<file path="config.mk">
export PLATFORM = sky130hd
export DESIGN_NAME = tot_regs_block
export DESIGN_NICKNAME = d
export VERILOG_FILES = /design/src/logic/tot_pkg.sv /design/src/logic/tot_regs_block.sv
export VERILOG_INCLUDE_DIRS = /design/src /design/src/logic
export SDC_FILE = /design/constraint.sdc
export NUM_CORES = 1
export LEC_CHECK = 0
export BUFFER_PORTS_ARGS = -buffer_cell sky130_fd_sc_hd__buf_4
export CAP_MARGIN = 20
export CORE_AREA = 2 2 182 184
export DETAILED_ROUTE_END_ITERATION = 6
export DIE_AREA = 0 0 184 186
export PLACE_DENSITY = 0.58
export SYNTH_ARGS = -nofsm -noshare
export SYNTH_HDL_FRONTEND = slang
export SYNTH_SLANG_ARGS = --single-unit
</file>
<file path="constraint.sdc">
create_clock -name clock -period 8.6 [get_ports clock]
set_clock_uncertainty 0.15 [all_clocks]
set_input_delay 2.58 -clock clock [delete_from_list [all_inputs] [get_ports clock]]
set_output_delay 2.58 -clock clock [all_outputs]
set_load 0.02 [all_outputs]
</file>
<file path="src/logic/tot_regs.svh">
/*
  Register offsets, field positions, reset values and limits of the
  transmit and timeout register bank.
  Assumes a 4-bit register select and 32-bit data.
*/
`ifndef TOT_REGS_SVH
`define TOT_REGS_SVH

// ==========================================
// Offsets
`define TOT_ADDR_COMMAND        4'h1
`define TOT_ADDR_TOTAL_LENGTH   4'h8
`define TOT_ADDR_TIMEOUT        4'h9
`define TOT_ADDR_PACKET_LENGTH  4'ha
`define TOT_ADDR_SEND_MODE      4'hb
`define TOT_ADDR_WINDOW         4'hc
`define TOT_ADDR_EXTENSION      4'hd

// ==========================================
// Cause bit positions
`define TOT_BIT_ARP             0
`define TOT_BIT_SYN_ACK         1
`define TOT_BIT_PASSIVE_OPEN    2
`define TOT_BIT_FIN_ACK         3
`define TOT_BIT_PASSIVE_CLOSE   4
`define TOT_BIT_DATA_ACK        5
`define TOT_BIT_RX_SEQUENCE     6
`define TOT_BIT_RX_DROPPED      23
`define TOT_BIT_RX_LOSS         27
`define TOT_BIT_RX_RESET_FLAG   30

// ==========================================
// Send mode fields
`define TOT_BIT_NO_RETRANSMIT   0
`define TOT_BIT_PUSH_FLAG       1

// ==========================================
// Reset values and limits
`define TOT_TIMEOUT_RESET       32'h0000_6001
`define TOT_PACKET_LENGTH_RESET 16'h05b0
`define TOT_SEND_MODE_RESET     2'h0
`define TOT_WINDOW_RESET        6'h00
`define TOT_LENGTH_ALIGN_MASK   16'hfff8
`define TOT_WINDOW_UNIT_SHIFT   10

`endif

</file>
<file path="src/logic/tot_pkg.sv">
/*
  Types of the transmit and timeout register bank.
  Assumes tot_regs.svh carries all numbers.
*/
package tot_pkg;

  // ==========================================
  // Waiting phase reported by the stack
  typedef enum logic [2:0] {
    TOT_WAIT_ARP,
    TOT_WAIT_SYN_ACK,
    TOT_WAIT_PASSIVE_OPEN,
    TOT_WAIT_FIN_ACK,
    TOT_WAIT_PASSIVE_CLOSE,
    TOT_WAIT_DATA_ACK,
    TOT_WAIT_RX_DATA
  } tot_wait_phase_type;

  // ==========================================
  // Register port request
  typedef struct packed {
    logic [3:0]  register_select;
    logic [31:0] write_data;
    logic        write_enable;
  } tot_reg_request_type;

  // ==========================================
  // Receive error events, one-cycle pulses
  typedef struct packed {
    logic rx_dropped;
    logic rx_loss;
    logic rx_reset_flag;
  } tot_rx_events_type;

endpackage

</file>
<file path="src/logic/tot_regs_block.sv">
/*
  Transmit and timeout register bank of a TCP offload engine: receive
  wait timer with sticky causes, packet length, single packet send mode,
  window update threshold and total length extension.
  Assumes the stack logic runs on the same clock and drives busy,
  current operation, remaining length, waiting phase and events.
  Assumes software keeps the timeout above its floor and the packet
  length steady while busy; the bank does not police either.
*/
`timescale 1ns/1ps

`include "tot_regs.svh"

module tot_regs_block #(
  parameter int SPACE_WIDTH = 17
) (
  // Clock and reset
  input  wire logic                        clock,
  input  wire logic                        reset,
  // Register port
  input  wire tot_pkg::tot_reg_request_type reg_request,
  output logic [31:0]                      register_read_bus,
  // Stack status
  input  wire logic                        busy,
  input  wire logic [2:0]                  current_operation,
  input  wire logic                        send_running,
  input  wire logic [31:0]                 total_tx_length,
  input  wire logic [31:0]                 remaining_tx_length,
  // Receive wait
  input  wire logic                        wait_active,
  input  wire logic                        wait_restart,
  input  wire tot_pkg::tot_wait_phase_type wait_phase,
  input  wire tot_pkg::tot_rx_events_type  rx_events,
  output logic                             timeout_pulse,
  // Transmit settings
  output logic [15:0]                      tx_packet_length,
  output logic                             retransmit_disable,
  output logic                             push_flag_enable,
  // Window update
  input  wire logic [SPACE_WIDTH-1:0]      rx_free_space,
  input  wire logic [SPACE_WIDTH-1:0]      advertised_window,
  output logic                             window_update_request,
  // Length extension
  output logic                             length_extend,
  output logic [31:0]                      length_extend_value
);

  import tot_pkg::*;

  // ==========================================
  // Register storage

  logic [31:0] rx_wait_timeout;
  logic [31:0] timeout_cause;
  logic [15:0] packet_length;
  logic [1:0]  send_mode;
  logic [5:0]  window_update_threshold;

  logic [31:0] wait_count;
  logic [31:0] wait_limit;
  logic        wait_expired;
  logic [31:0] next_cause;
  logic [31:0] next_read;
  logic        write_hit_timeout;
  logic        write_hit_length;
  logic        write_hit_mode;
  logic        write_hit_window;
  logic        write_hit_extension;
  logic        single_packet;
  logic [SPACE_WIDTH-1:0] space_growth;
  logic [SPACE_WIDTH+5:0] threshold_bytes;

  // ==========================================
  // Write decode

  assign write_hit_timeout =
    reg_request.write_enable &&
    (reg_request.register_select == `TOT_ADDR_TIMEOUT);

  assign write_hit_length =
    reg_request.write_enable &&
    (reg_request.register_select == `TOT_ADDR_PACKET_LENGTH);

  assign write_hit_mode =
    reg_request.write_enable &&
    (reg_request.register_select == `TOT_ADDR_SEND_MODE);

  assign write_hit_window =
    reg_request.write_enable &&
    (reg_request.register_select == `TOT_ADDR_WINDOW);

  assign write_hit_extension =
    reg_request.write_enable &&
    (reg_request.register_select == `TOT_ADDR_EXTENSION);

  // ==========================================
  // Timeout value

  // Causes, not this value, read back here
  // value above floor assumed
  always_ff @(posedge clock or posedge reset) begin
    if (reset) begin
      rx_wait_timeout <= `TOT_TIMEOUT_RESET;
    end else if (write_hit_timeout) begin
      rx_wait_timeout <= reg_request.write_data;
    end
  end

  // ==========================================
  // Receive wait timer

  // Zero acts like one instead of never expiring
  assign wait_limit = (rx_wait_timeout == 32'h0) ? 32'h0 :
                      (rx_wait_timeout - 32'h1);

  // count clock cycles
  // Restart in the same cycle wins over expiry
  assign wait_expired = wait_active && !wait_restart &&
                        (wait_count >= wait_limit);

  always_ff @(posedge clock or posedge reset) begin
    if (reset) begin
      wait_count <= 32'h0;
    end else if (!wait_active || wait_restart || wait_expired) begin
      wait_count <= 32'h0;
    end else begin
      wait_count <= wait_count + 32'h1;
    end
  end

  always_ff @(posedge clock or posedge reset) begin
    if (reset) begin
      timeout_pulse <= 1'b0;
    end else begin
      timeout_pulse <= wait_expired;
    end
  end

  // ==========================================
  // Cause flags

  always_comb begin
    next_cause = timeout_cause;
    if (wait_expired) begin
      unique case (wait_phase)
        TOT_WAIT_ARP:           next_cause[`TOT_BIT_ARP] = 1'b1;
        TOT_WAIT_SYN_ACK:       next_cause[`TOT_BIT_SYN_ACK] = 1'b1;
        TOT_WAIT_PASSIVE_OPEN:  next_cause[`TOT_BIT_PASSIVE_OPEN] = 1'b1;
        TOT_WAIT_FIN_ACK:       next_cause[`TOT_BIT_FIN_ACK] = 1'b1;
        TOT_WAIT_PASSIVE_CLOSE: next_cause[`TOT_BIT_PASSIVE_CLOSE] = 1'b1;
        TOT_WAIT_DATA_ACK:      next_cause[`TOT_BIT_DATA_ACK] = 1'b1;
        TOT_WAIT_RX_DATA:       next_cause[`TOT_BIT_RX_SEQUENCE] = 1'b1;
        default:                next_cause[`TOT_BIT_RX_SEQUENCE] = 1'b1;
      endcase
    end
    // Expiry and events may land together
    // buffer full drop
    if (rx_events.rx_dropped) begin
      next_cause[`TOT_BIT_RX_DROPPED] = 1'b1;
    end
    if (rx_events.rx_loss) begin
      next_cause[`TOT_BIT_RX_LOSS] = 1'b1;
    end
    if (rx_events.rx_reset_flag) begin
      next_cause[`TOT_BIT_RX_RESET_FLAG] = 1'b1;
    end
  end

  always_ff @(posedge clock or posedge reset) begin
    if (reset) begin
      timeout_cause <= 32'h0;
    end else begin
      timeout_cause <= next_cause;
    end
  end

  // ==========================================
  // Packet length

  always_ff @(posedge clock or posedge reset) begin
    if (reset) begin
      packet_length <= `TOT_PACKET_LENGTH_RESET;
    end else if (write_hit_length) begin
      packet_length <= reg_request.write_data[15:0];
    end
  end

  always_ff @(posedge clock or posedge reset) begin
    if (reset) begin
      tx_packet_length <= `TOT_PACKET_LENGTH_RESET & `TOT_LENGTH_ALIGN_MASK;
    end else if (write_hit_length) begin
      tx_packet_length <= reg_request.write_data[15:0] & `TOT_LENGTH_ALIGN_MASK;
    end
  end

  // ==========================================
  // Single packet send mode

  always_ff @(posedge clock or posedge reset) begin
    if (reset) begin
      send_mode <= `TOT_SEND_MODE_RESET;
    end else if (write_hit_mode) begin
      send_mode <= reg_request.write_data[1:0];
    end
  end

  // only for one packet
  // Low bits of the total are ignored too
  assign single_packet =
    ({16'h0, tx_packet_length} == {total_tx_length[31:3], 3'b000});

  always_ff @(posedge clock or posedge reset) begin
    if (reset) begin
      retransmit_disable <= 1'b0;
      push_flag_enable   <= 1'b0;
    end else begin
      // Outputs follow mode one cycle later
      retransmit_disable <= single_packet &&
                            send_mode[`TOT_BIT_NO_RETRANSMIT];
      push_flag_enable   <= single_packet &&
                            send_mode[`TOT_BIT_PUSH_FLAG];
    end
  end

  // ==========================================
  // Window update

  always_ff @(posedge clock or posedge reset) begin
    if (reset) begin
      window_update_threshold <= `TOT_WINDOW_RESET;
    end else if (write_hit_window) begin
      window_update_threshold <= reg_request.write_data[5:0];
    end
  end

  assign threshold_bytes =
    {{SPACE_WIDTH{1'b0}}, window_update_threshold} << `TOT_WINDOW_UNIT_SHIFT;

  // Shrinking space never counts as growth
  assign space_growth = (rx_free_space > advertised_window) ?
                        (rx_free_space - advertised_window) :
                        {SPACE_WIDTH{1'b0}};

  // request on growth
  // Level request, stack picks the send time
  always_ff @(posedge clock or posedge reset) begin
    if (reset) begin
      window_update_request <= 1'b0;
    end else begin
      window_update_request <= (window_update_threshold != 6'h00) &&
        ({6'h00, space_growth} > threshold_bytes);
    end
  end

  // ==========================================
  // Total length extension

  // no overflow assumed
  // Writes outside a running send are dropped
  always_ff @(posedge clock or posedge reset) begin
    if (reset) begin
      length_extend       <= 1'b0;
      length_extend_value <= 32'h0;
    end else begin
      length_extend <= write_hit_extension && send_running;
      if (write_hit_extension && send_running) begin
        length_extend_value <= reg_request.write_data;
      end
    end
  end

  // ==========================================
  // Read back

  always_comb begin
    next_read = 32'h0;
    unique case (reg_request.register_select)
      `TOT_ADDR_COMMAND:       next_read = {28'h0, current_operation, busy};
      `TOT_ADDR_TOTAL_LENGTH:  next_read = remaining_tx_length;
      `TOT_ADDR_TIMEOUT:       next_read = timeout_cause;
      `TOT_ADDR_PACKET_LENGTH: next_read = {16'h0, packet_length};
      `TOT_ADDR_SEND_MODE:     next_read = {30'h0, send_mode};
      `TOT_ADDR_WINDOW:        next_read = {26'h0, window_update_threshold};
      // Extension register reads as zero
      default:                 next_read = 32'h0;
    endcase
  end

  always_ff @(posedge clock or posedge reset) begin
    if (reset) begin
      register_read_bus <= 32'h0;
    end else begin
      register_read_bus <= next_read;
    end
  end

endmodule

</file>
* Word level (Yosys, flattened, before mapping)
Index checks and enable logic that the tools add are counted.
** Storage, ports and cells
- Bits in registers :: 180
- Input bits :: 150
- Output and inout bits :: 85
** Cells by class
- Add/sub/neg operators :: 3
- Order comparisons :: 3
- Equal/unequal tests :: 13
- Mux-type cells :: 4
- Bitwise logic cells :: 1
- Reductions and logical operators :: 26
** Operators with widths (count)
- 32-bit case mux with 6 select lines :: 1
- 32-bit two-way mux :: 2
- 32-bit by 1-bit adder with 32-bit output (second input constant) :: 1
- 32-bit >= comparator :: 1
- 32-bit logical NOT :: 1
- 32-bit by 1-bit subtractor with 32-bit output (second input constant) :: 1
- 13-bit by 29-bit equality test with 1-bit output :: 1
- 4-bit equality test (second input constant) :: 6
- 17-bit by 16-bit greater-than comparator with 1-bit output :: 1
- 17-bit greater-than comparator :: 1
- 17-bit two-way mux :: 1
- 17-bit subtractor :: 1
- 2-bit AND reduction :: 7
- 1-bit logical AND :: 11
- 3-bit by 2-bit equality test with 1-bit output (second input constant) :: 2
- 3-bit equality test (second input constant) :: 2
- 6-bit nonzero test :: 1
- 6-bit OR reduction :: 1
- 4-bit by 1-bit equality test with 1-bit output (second input constant) :: 1
- 3-bit by 1-bit equality test with 1-bit output (second input constant) :: 1
- 3-bit logical NOT :: 1
- 1-bit logical NOT :: 2
- 1-bit logical OR :: 2
- 1-bit inverter :: 1

* Logic depth before layout (Yosys ltp)
Gate-level depths: netlist of run 1.
- Depth in word-level cells :: 6
- Depth in mapped cells :: 19

* Worst setup path after synthesis of run 1
OpenSTA, ideal clock, no wires.
- Kind :: input to register
- From :: input rx_free_space[0]
- To :: register window_update_request
- Arrival :: 5.784 ns
- Required time :: 8.275 ns
- Setup slack :: 2.491 ns
- Cell stages on the path :: 19
- Cells stage by stage :: inv_1 ha_1 inv_1 fa_1 a211oi_1 nor4_1 o211ai_1 a22oi_1 a21oi_1 xor2_1 nor2_1 ha_1 nand4_1 a211oi_1 o211ai_1 a2111oi_0 o2111ai_1 o31ai_1 a221oi_1
** Between the ends
- Cells in the longest elaborated chain, start to end :: 4
- Elaborated cells between the ends (all ways) :: 5
- Classes of those cells :: 1 x add/sub; 2 x order compare; 1 x mux; 1 x reduce/logical
** Ends and longest elaborated chain
- start: declaration :: RTL line tot_regs_block.sv:40 : input wire logic [SPACE_WIDTH-1:0] rx_free_space,
- 17-bit subtractor or 17-bit greater-than comparator (tied branches) :: RTL line tot_regs_block.sv:241, tot_regs_block.sv:240
- 17-bit two-way mux (*) :: RTL line tot_regs_block.sv:240 : assign space_growth = (rx_free_space > advertised_window) ?
- 17-bit by 16-bit greater-than comparator with 1-bit output (*) :: RTL line tot_regs_block.sv:251 : ({6'h00, space_growth} > threshold_bytes);
- 1-bit logical AND (*) :: RTL line tot_regs_block.sv:250 : window_update_request <= (window_update_threshold != 6'h00) &&
- end signal: assignment :: RTL line tot_regs_block.sv:250
- end: declaration :: RTL line tot_regs_block.sv:42 : output logic window_update_request,
Every way passes the cells marked *; elsewhere a longest branch is shown, timed or not.
A chain may end at the register's enable or synchronous reset.

* Worst setup path after layout of run 1
Same ends and word-level chain as after synthesis.

==> flow_summary.toml, run 1 <==
[status]
status = "completed"

[floorplan]
fp.dieArea_um2 = 34200
io_pins = 235
die_height_um = 186
fp.dieW_um = 184
floorplan.initialDensity_pct = 29.6
placement_rows = 66
fp.coreArea_um2 = 32200

[cells_and_area]
drive_gt1_share_pct = 33.2
layout.cells.most_common_list = "232 x buf_4, 159 x dfrtp_1, 85 x mux2_2, 74 x nand2_1, 58 x ha_1"
final_area_um2 = 12100
antennaDiodeCount = 0
fin_util_pct = 37.6
fin_nets = 1333
flow.area_growth_from_synthesis_pct = 27.3
most_common_cell_after_layout_fill_and_taps_aside = "buf_4"

[worst_setup_path]
worstPathArrival_ps = 6460
worstPathRequired_ps = 8740
critPathCaptureType = "flop"
worst-path-max-fanout = 5
critical_path.reg2reg.startpoint = "rx_wait_timeout[8]"
critical_path_class = "in -> reg"
setup.worst_path.start_class = "input port"
crit_start = "rx_free_space[0]"

[yosys]
synth_seq_area_share_pct = 44.0
asyncSetResetFlopFracSynth_pct = 100
synthesized_area_per_cell_um2 = 10.4
netlist_area_um2 = 9530
synth_warnings = 0
synth_cell_type_count = 57
netlist.area_leader.share_pct = 41.8
synthesis.instances = 914
ys_dominant_reg_cell = "dfrtp_1"
synth_largest_area_cell = "dfrtp_1"
synth_enable_flop_cells = 0
synth_seq_cells = 167
synthTopCellsByArea = "dfrtp_1 42%, mux2_2 10%, ha_1 7.6%"

[power_and_ir_drop]
power.share.clock_pct = 30.8
power.density_nw_per_um2 = 189
sequential_group_share_of_total_power_pct = 43.3
p_total_mw = 2.30
leakage_nw = 5.77
power.switching_fraction_pct = 31.8
worst_ir_drop_vdd_uv = 164
p_sw_uw = 729
p_int_mw = 1.57
combinational_share_of_power_pct = 25.9

[clocking]
cts.reportedPaths.clkPinSlew_ps = 70
tritoncts = "built"
post_cts.resized_instances = 0
clk_root_buffer_cell = "clkbuf_16"
cts.htree.levels = 4
cts_inserted_buffers = 17
post-cts-setup-buffer-count = 0
clock-sinks = 167
clock_latency_ps = 440
cts_hold_buffers = 0
cts.path.max_buffers = 2

[global_route]
grt_start_max_net_pins = 101
grt_pass1_vias = 7472
overflow = 0
grt_antenna_before_repair = 0
grtUsageTotal_pct = 14.4
first_pass_grt_wire_length_um = 38900

[sta]
post-route-min-period_ps = 6320
tightest_slew_ps = 904
setup_viol = 0
timing.final.hold_violations = 0
final.period_utilization_pct = 73.5
fmax_ghz = 0.158
setup-tns-final_ps = 0
final-max-slew-violation-count = 0
max_slew_margin_pct = 39.6
rsz0062_at_grt = "false"
holdWs_ps = 320

[drt]
drt_iter0_markers = 187
drcViolationCount = 0
post_drt_wl_per_cell_um = 15.7
detail_route.first_pass.iterations = 4
viasPerCell = 4.82
drt.antenna.violating_nets = 0
routed_via_count = 7446
drt_wl_total_um = 24200

[placed_design]
port_buffers = 228
dp_hpwl_um = 18600
gp_routability_congestion = 0.830
placed_cell_area_um2 = 11600

[worst_hold_path]
holdCritStartpoint = "timeout_cause[2]"
worstHoldPathType = "reg -> reg"

[job]
maxCapViolations = 0
## registers in the layout, indices dropped and copies added, names as in the netlist
signal and cells:
send_mode 2, timeout_cause 10, window_update_threshold 6, retransmit_disable 1
rx_wait_timeout 32, timeout_pulse 1, packet_length 16, push_flag_enable 1
length_extend 1, wait_count 32, window_update_request 1, register_read_bus 32
length_extend_value 32
## critical path: stages
cell and delay, ps:
buf_4 110, inv_1 40, ha_1 160, inv_1 50
fa_1 400, a211oi_1 410, nor4_1 120, o211ai_1 280
a22oi_1 210, a21oi_1 210, xor2_1 180, nor2_1 60
ha_1 290, nand4_1 150, a211oi_1 230, o211ai_1 110
a2111oi_0 350, o2111ai_1 200, o31ai_1 220, a221oi_1 100
## worst paths after layout
kind	end	slack, ps	cells after the start
max	window_update_request	2280	20
min	timeout_cause[2]	320	1
max reg2reg	timeout_cause[6]	3340	14
min reg2reg	timeout_cause[2]	320	1
max in group asynchronous	wait_count[24]	4670	3
min in group asynchronous	register_read_bus[20]	2180	2
## power by group through the flow
stage | combinational (mW) | clock [mW] | sequential, mW
after global routing | 0.663 | 0.756 | 1.01
after floorplan | 0.362 | 0 | 1.02
after detailed placement | 0.602 | 0 | 1.01
after global placement | 0.590 | 0 | 1.00
after CTS | 0.604 | 0.728 | 0.994
final | 0.596 | 0.707 | 0.994
## metal layers
| layer | GRT usage (%) | part of all wire (%) |
|---|---|---|
| met2 | 23.9 | 47 |
| met3 | 2.78 | 4.5 |
| met5 | 0 | 0 |
| met4 | 5.34 | 1.8 |
| met1 | 18.7 | 47 |
## synthesized netlist by cell type (13+ instances only)
cell type / count
a21o_1: 15
a21oi_1: 25
and2_1: 16
buf_4: 16
clkbuf_1: 25
dfrtp_1: 159
ha_1: 58
inv_1: 37
mux2_2: 85
mux2i_1: 15
nand2_1: 74
nand2b_1: 13
nand3_1: 17
nand4_1: 15
nor2_1: 51
nor3_1: 55
nor4_1: 16
o21ai_0: 19
xnor2_1: 37
xor2_1: 35
## cell families (layout without fill, tap and decap cells)
logic type               count (synthesis)  in the layout  share of synthesized area [%]
AND/OR/NAND/NOR                        310            310                           16.9
flip-flops                             167            167                           44.0
AO/OA/AOI/OAI                          123            123                           8.97
multiplexers                           100            100                           11.6
buffers and inverters                   82            303                           4.10
XOR/XNOR                                72             72                           6.62
adder cells (fa/ha/maj)                 59             59                           7.83
other                                    1              3                         0.0394
## metrics by stage
stage	setup slack, ps	cells
2_1_floorplan	1360	916
3_5_place_dp	1640	1511
3_3_place_gp	1680	1511
6_report	2280	1545
5_1_grt	2010	1545
4_1_cts	2120	1543
## area by class of cell
class | count | area, µm²
clock inverters | 12 | 98.8
clock buffers | 20 | 437
repair buffers | 234 | 1770
well taps | 408 | 510
flip-flops and latches | 167 | 4190
fillers | 3234 | 20100
inverters | 37 | 144
multi-input cells | 667 | 4980
No activity file was read; power rests on OpenSTA's default activity.
==> run 2, diff against run 1 <==
PLACE_DENSITY = 0.6   (was 0.58)
clock period = 5.15 ns   (was 8.6 ns; I/O delays follow)
==> run 2 against run 1 <==
Sequential power grew 67%. Combinational power grew 76%. Utilization rose by 1.5 points. Routed wire length up 1.4%. Register-to-register slack lost 3100 ps. Setup slack got worse by 2100 ps. Global-route usage up 0.42 points. Total power rose by 74%. Clock power rose by 81%.
==> flow_summary.toml, run 2 (synthesized netlist as in run 1, its figures left out) <==
[status]
status = "completed"

[cells_and_area]
layout.cells.most_common_list = "278 x buf_4, 159 x dfrtp_1, 85 x mux2_2, 73 x nand2_1, 58 x ha_1"
multiInputGateArea_um2 = 5040
antennaDiodeCount = 0
sequential_cell_area_um2 = 4190
most_common_cell_after_layout_fill_and_taps_aside = "buf_4"
drive_gt1_share_pct = 36.5
fin_nets = 1379
n_fill_cell = 3215
flow.area_growth_from_synthesis_pct = 32.3

[clocking]
clock_latency_ps = 430
cts.reportedPaths.clkPinSlew_ps = 60
clock-sinks = 167
tritoncts = "built"
cts_hold_buffers = 0
clk_root_buffer_cell = "clkbuf_16"
cts.htree.levels = 4
cts.path.max_buffers = 2
cts_inserted_buffers = 17

[sta]
fmax_ghz = 0.200
tightest_slew_ps = 936
final.period_utilization_pct = 96.9
setup_viol = 0
final-max-slew-violation-count = 0
timing.final.hold_violations = 0
rsz0062_at_grt = "true"
post-route-min-period_ps = 4990
max_slew_margin_pct = 37.6
holdWs_ps = 320

[global_route]
first_pass_grt_wire_length_um = 40300
grt_start_max_net_pins = 168
grt_pass1_vias = 7813
grtUsageTotal_pct = 14.9
overflow = 0
grt_antenna_before_repair = 0

[worst_setup_path]
worstPathArrival_ps = 5120
worst-path-max-fanout = 4
critical_path_class = "in -> reg"
critPathCaptureType = "flop"
worstPathRequired_ps = 5280
r2r_setup_slk_ps = 290
setup.worst_path.start_class = "input port"
r2r_end = "timeout_cause[1]"
critical_path.reg2reg.startpoint = "rx_wait_timeout[8]"
worstRegToRegCells = 15

[power_and_ir_drop]
power.density_nw_per_um2 = 317
p_total_mw = 4.00
worst_ir_drop_vdd_uv = 244
leakage_nw = 6.04

[floorplan]
fp.dieArea_um2 = 34200
fp.dieW_um = 184
placement_rows = 66
fp.coreArea_um2 = 32200
io_pins = 235
die_height_um = 186
floorplan.initialDensity_pct = 29.6

[worst_hold_path]
cell_depth_of_the_worst_min_delay_path = 1
worstHoldPathType = "reg -> reg"
hold_path_end = "timeout_cause[6]"
holdCritStartpoint = "timeout_cause[6]"

[drt]
met2RoutedLength_um = 11700
topRoutingLayerUsed = "met4"
post_drt_wl_per_cell_um = 15.4
detail_route.first_pass.iterations = 5
detailroute.wirelength.met3_um = 1330
drt_wl_total_um = 24500
drcViolationCount = 0
routed_via_count = 7609
drt.antenna.violating_nets = 0
drt_iter0_markers = 360
viasPerCell = 4.79
m1WireLength_um = 11200

[placed_design]
dp_hpwl_um = 18900
port_buffers = 228
gp_routability_congestion = 0.841

[job]
maxCapViolations = 0
==> run 2: changes by cell type in the layout (fill, tap and decap cells not counted), moves of 2 or more <==
cell       delta
nor4_1        -2
nor4_2        +2
inv_6         -2
bufinv_16     +3
a211oi_1      -3
a211oi_2      +3
buf_4        +46
==> run 2: critical path, stage by stage <==
cell and delay (ps):
buf_4 110, inv_1 40, ha_1 160, inv_1 50
fa_1 410, a211oi_2 210, buf_4 150, nor4_2 50
o211ai_1 250, a22oi_1 140, buf_4 160, a31oi_1 210
nor4_2 70, ha_1 310, nand2_1 90, a211oi_2 250
o211ai_1 140, a2111oi_2 220, o2111ai_1 160, o31ai_1 270
a221oi_1 110
==> run 2: per-layer routing <==
| layer | vias up | GRT usage, % |
|---|---|---|
| met5 | - | 0 |
| met4 | 0 | 4.42 |
| met3 | 22 | 3.25 |
| met2 | 180 | 25.0 |
| met1 | 3642 | 19.1 |
| li1 | 3765 | - |
==> run 2: through the flow <==
stage               TNS, ps  utilization (%)  area (µm²)  std cells  setup WS [ps]
floorplan                 0                -        9540        916           75.7
global placement       -608             37.1       11900       1559           -608
detailed placement     -753             37.1       11900       1559           -753
CTS                       0             39.0       12500       1590           42.8
global route          -98.1             39.1       12600       1590          -98.1
finish                    0             39.1       12600       1590            160
==> run 2: worst max path at each step <==
stage / from / endpoint / slack, ps / cells past startpoint
final: rx_free_space[0] / window_update_request / 160 / 21
after global routing: rx_free_space[0] / window_update_request / -100 / 21
after CTS: rx_free_space[0] / window_update_request / 40 / 21
after detailed placement: rx_free_space[13] / window_update_request / -750 / 16
after global placement: rx_free_space[13] / window_update_request / -610 / 16
after floorplan: rx_free_space[0] / window_update_request / 80 / 19
==> run 2: power by group <==
part / internal (mW) / total, mW / switching (mW)
clock: 0.762 / 1.28 / 0.523
combinational: 0.539 / 1.05 / 0.509
sequential: 1.49 / 1.66 / 0.173
total: 2.79 / 4.00 / 1.20
==> run 2: cell type report <==
| cell class | instances | area share [%] |
|---|---|---|
| Sequential cell | 167 | 33.2 |
| Timing Repair Buffer | 280 | 16.9 |
| Multi-Input combinational cell | 667 | 40.0 |
| Clock buffer | 20 | 3.47 |
| Clock inverter | 11 | 1.19 |
| Inverter | 37 | 1.13 |
| Tap cell | 408 | 4.05 |
==> run 2: repair_timing <==
item,in CTS,in global routing
setup endpoints to repair,1,13
resized for setup,3,10
pin swaps,0,4
setup buffers,0,0
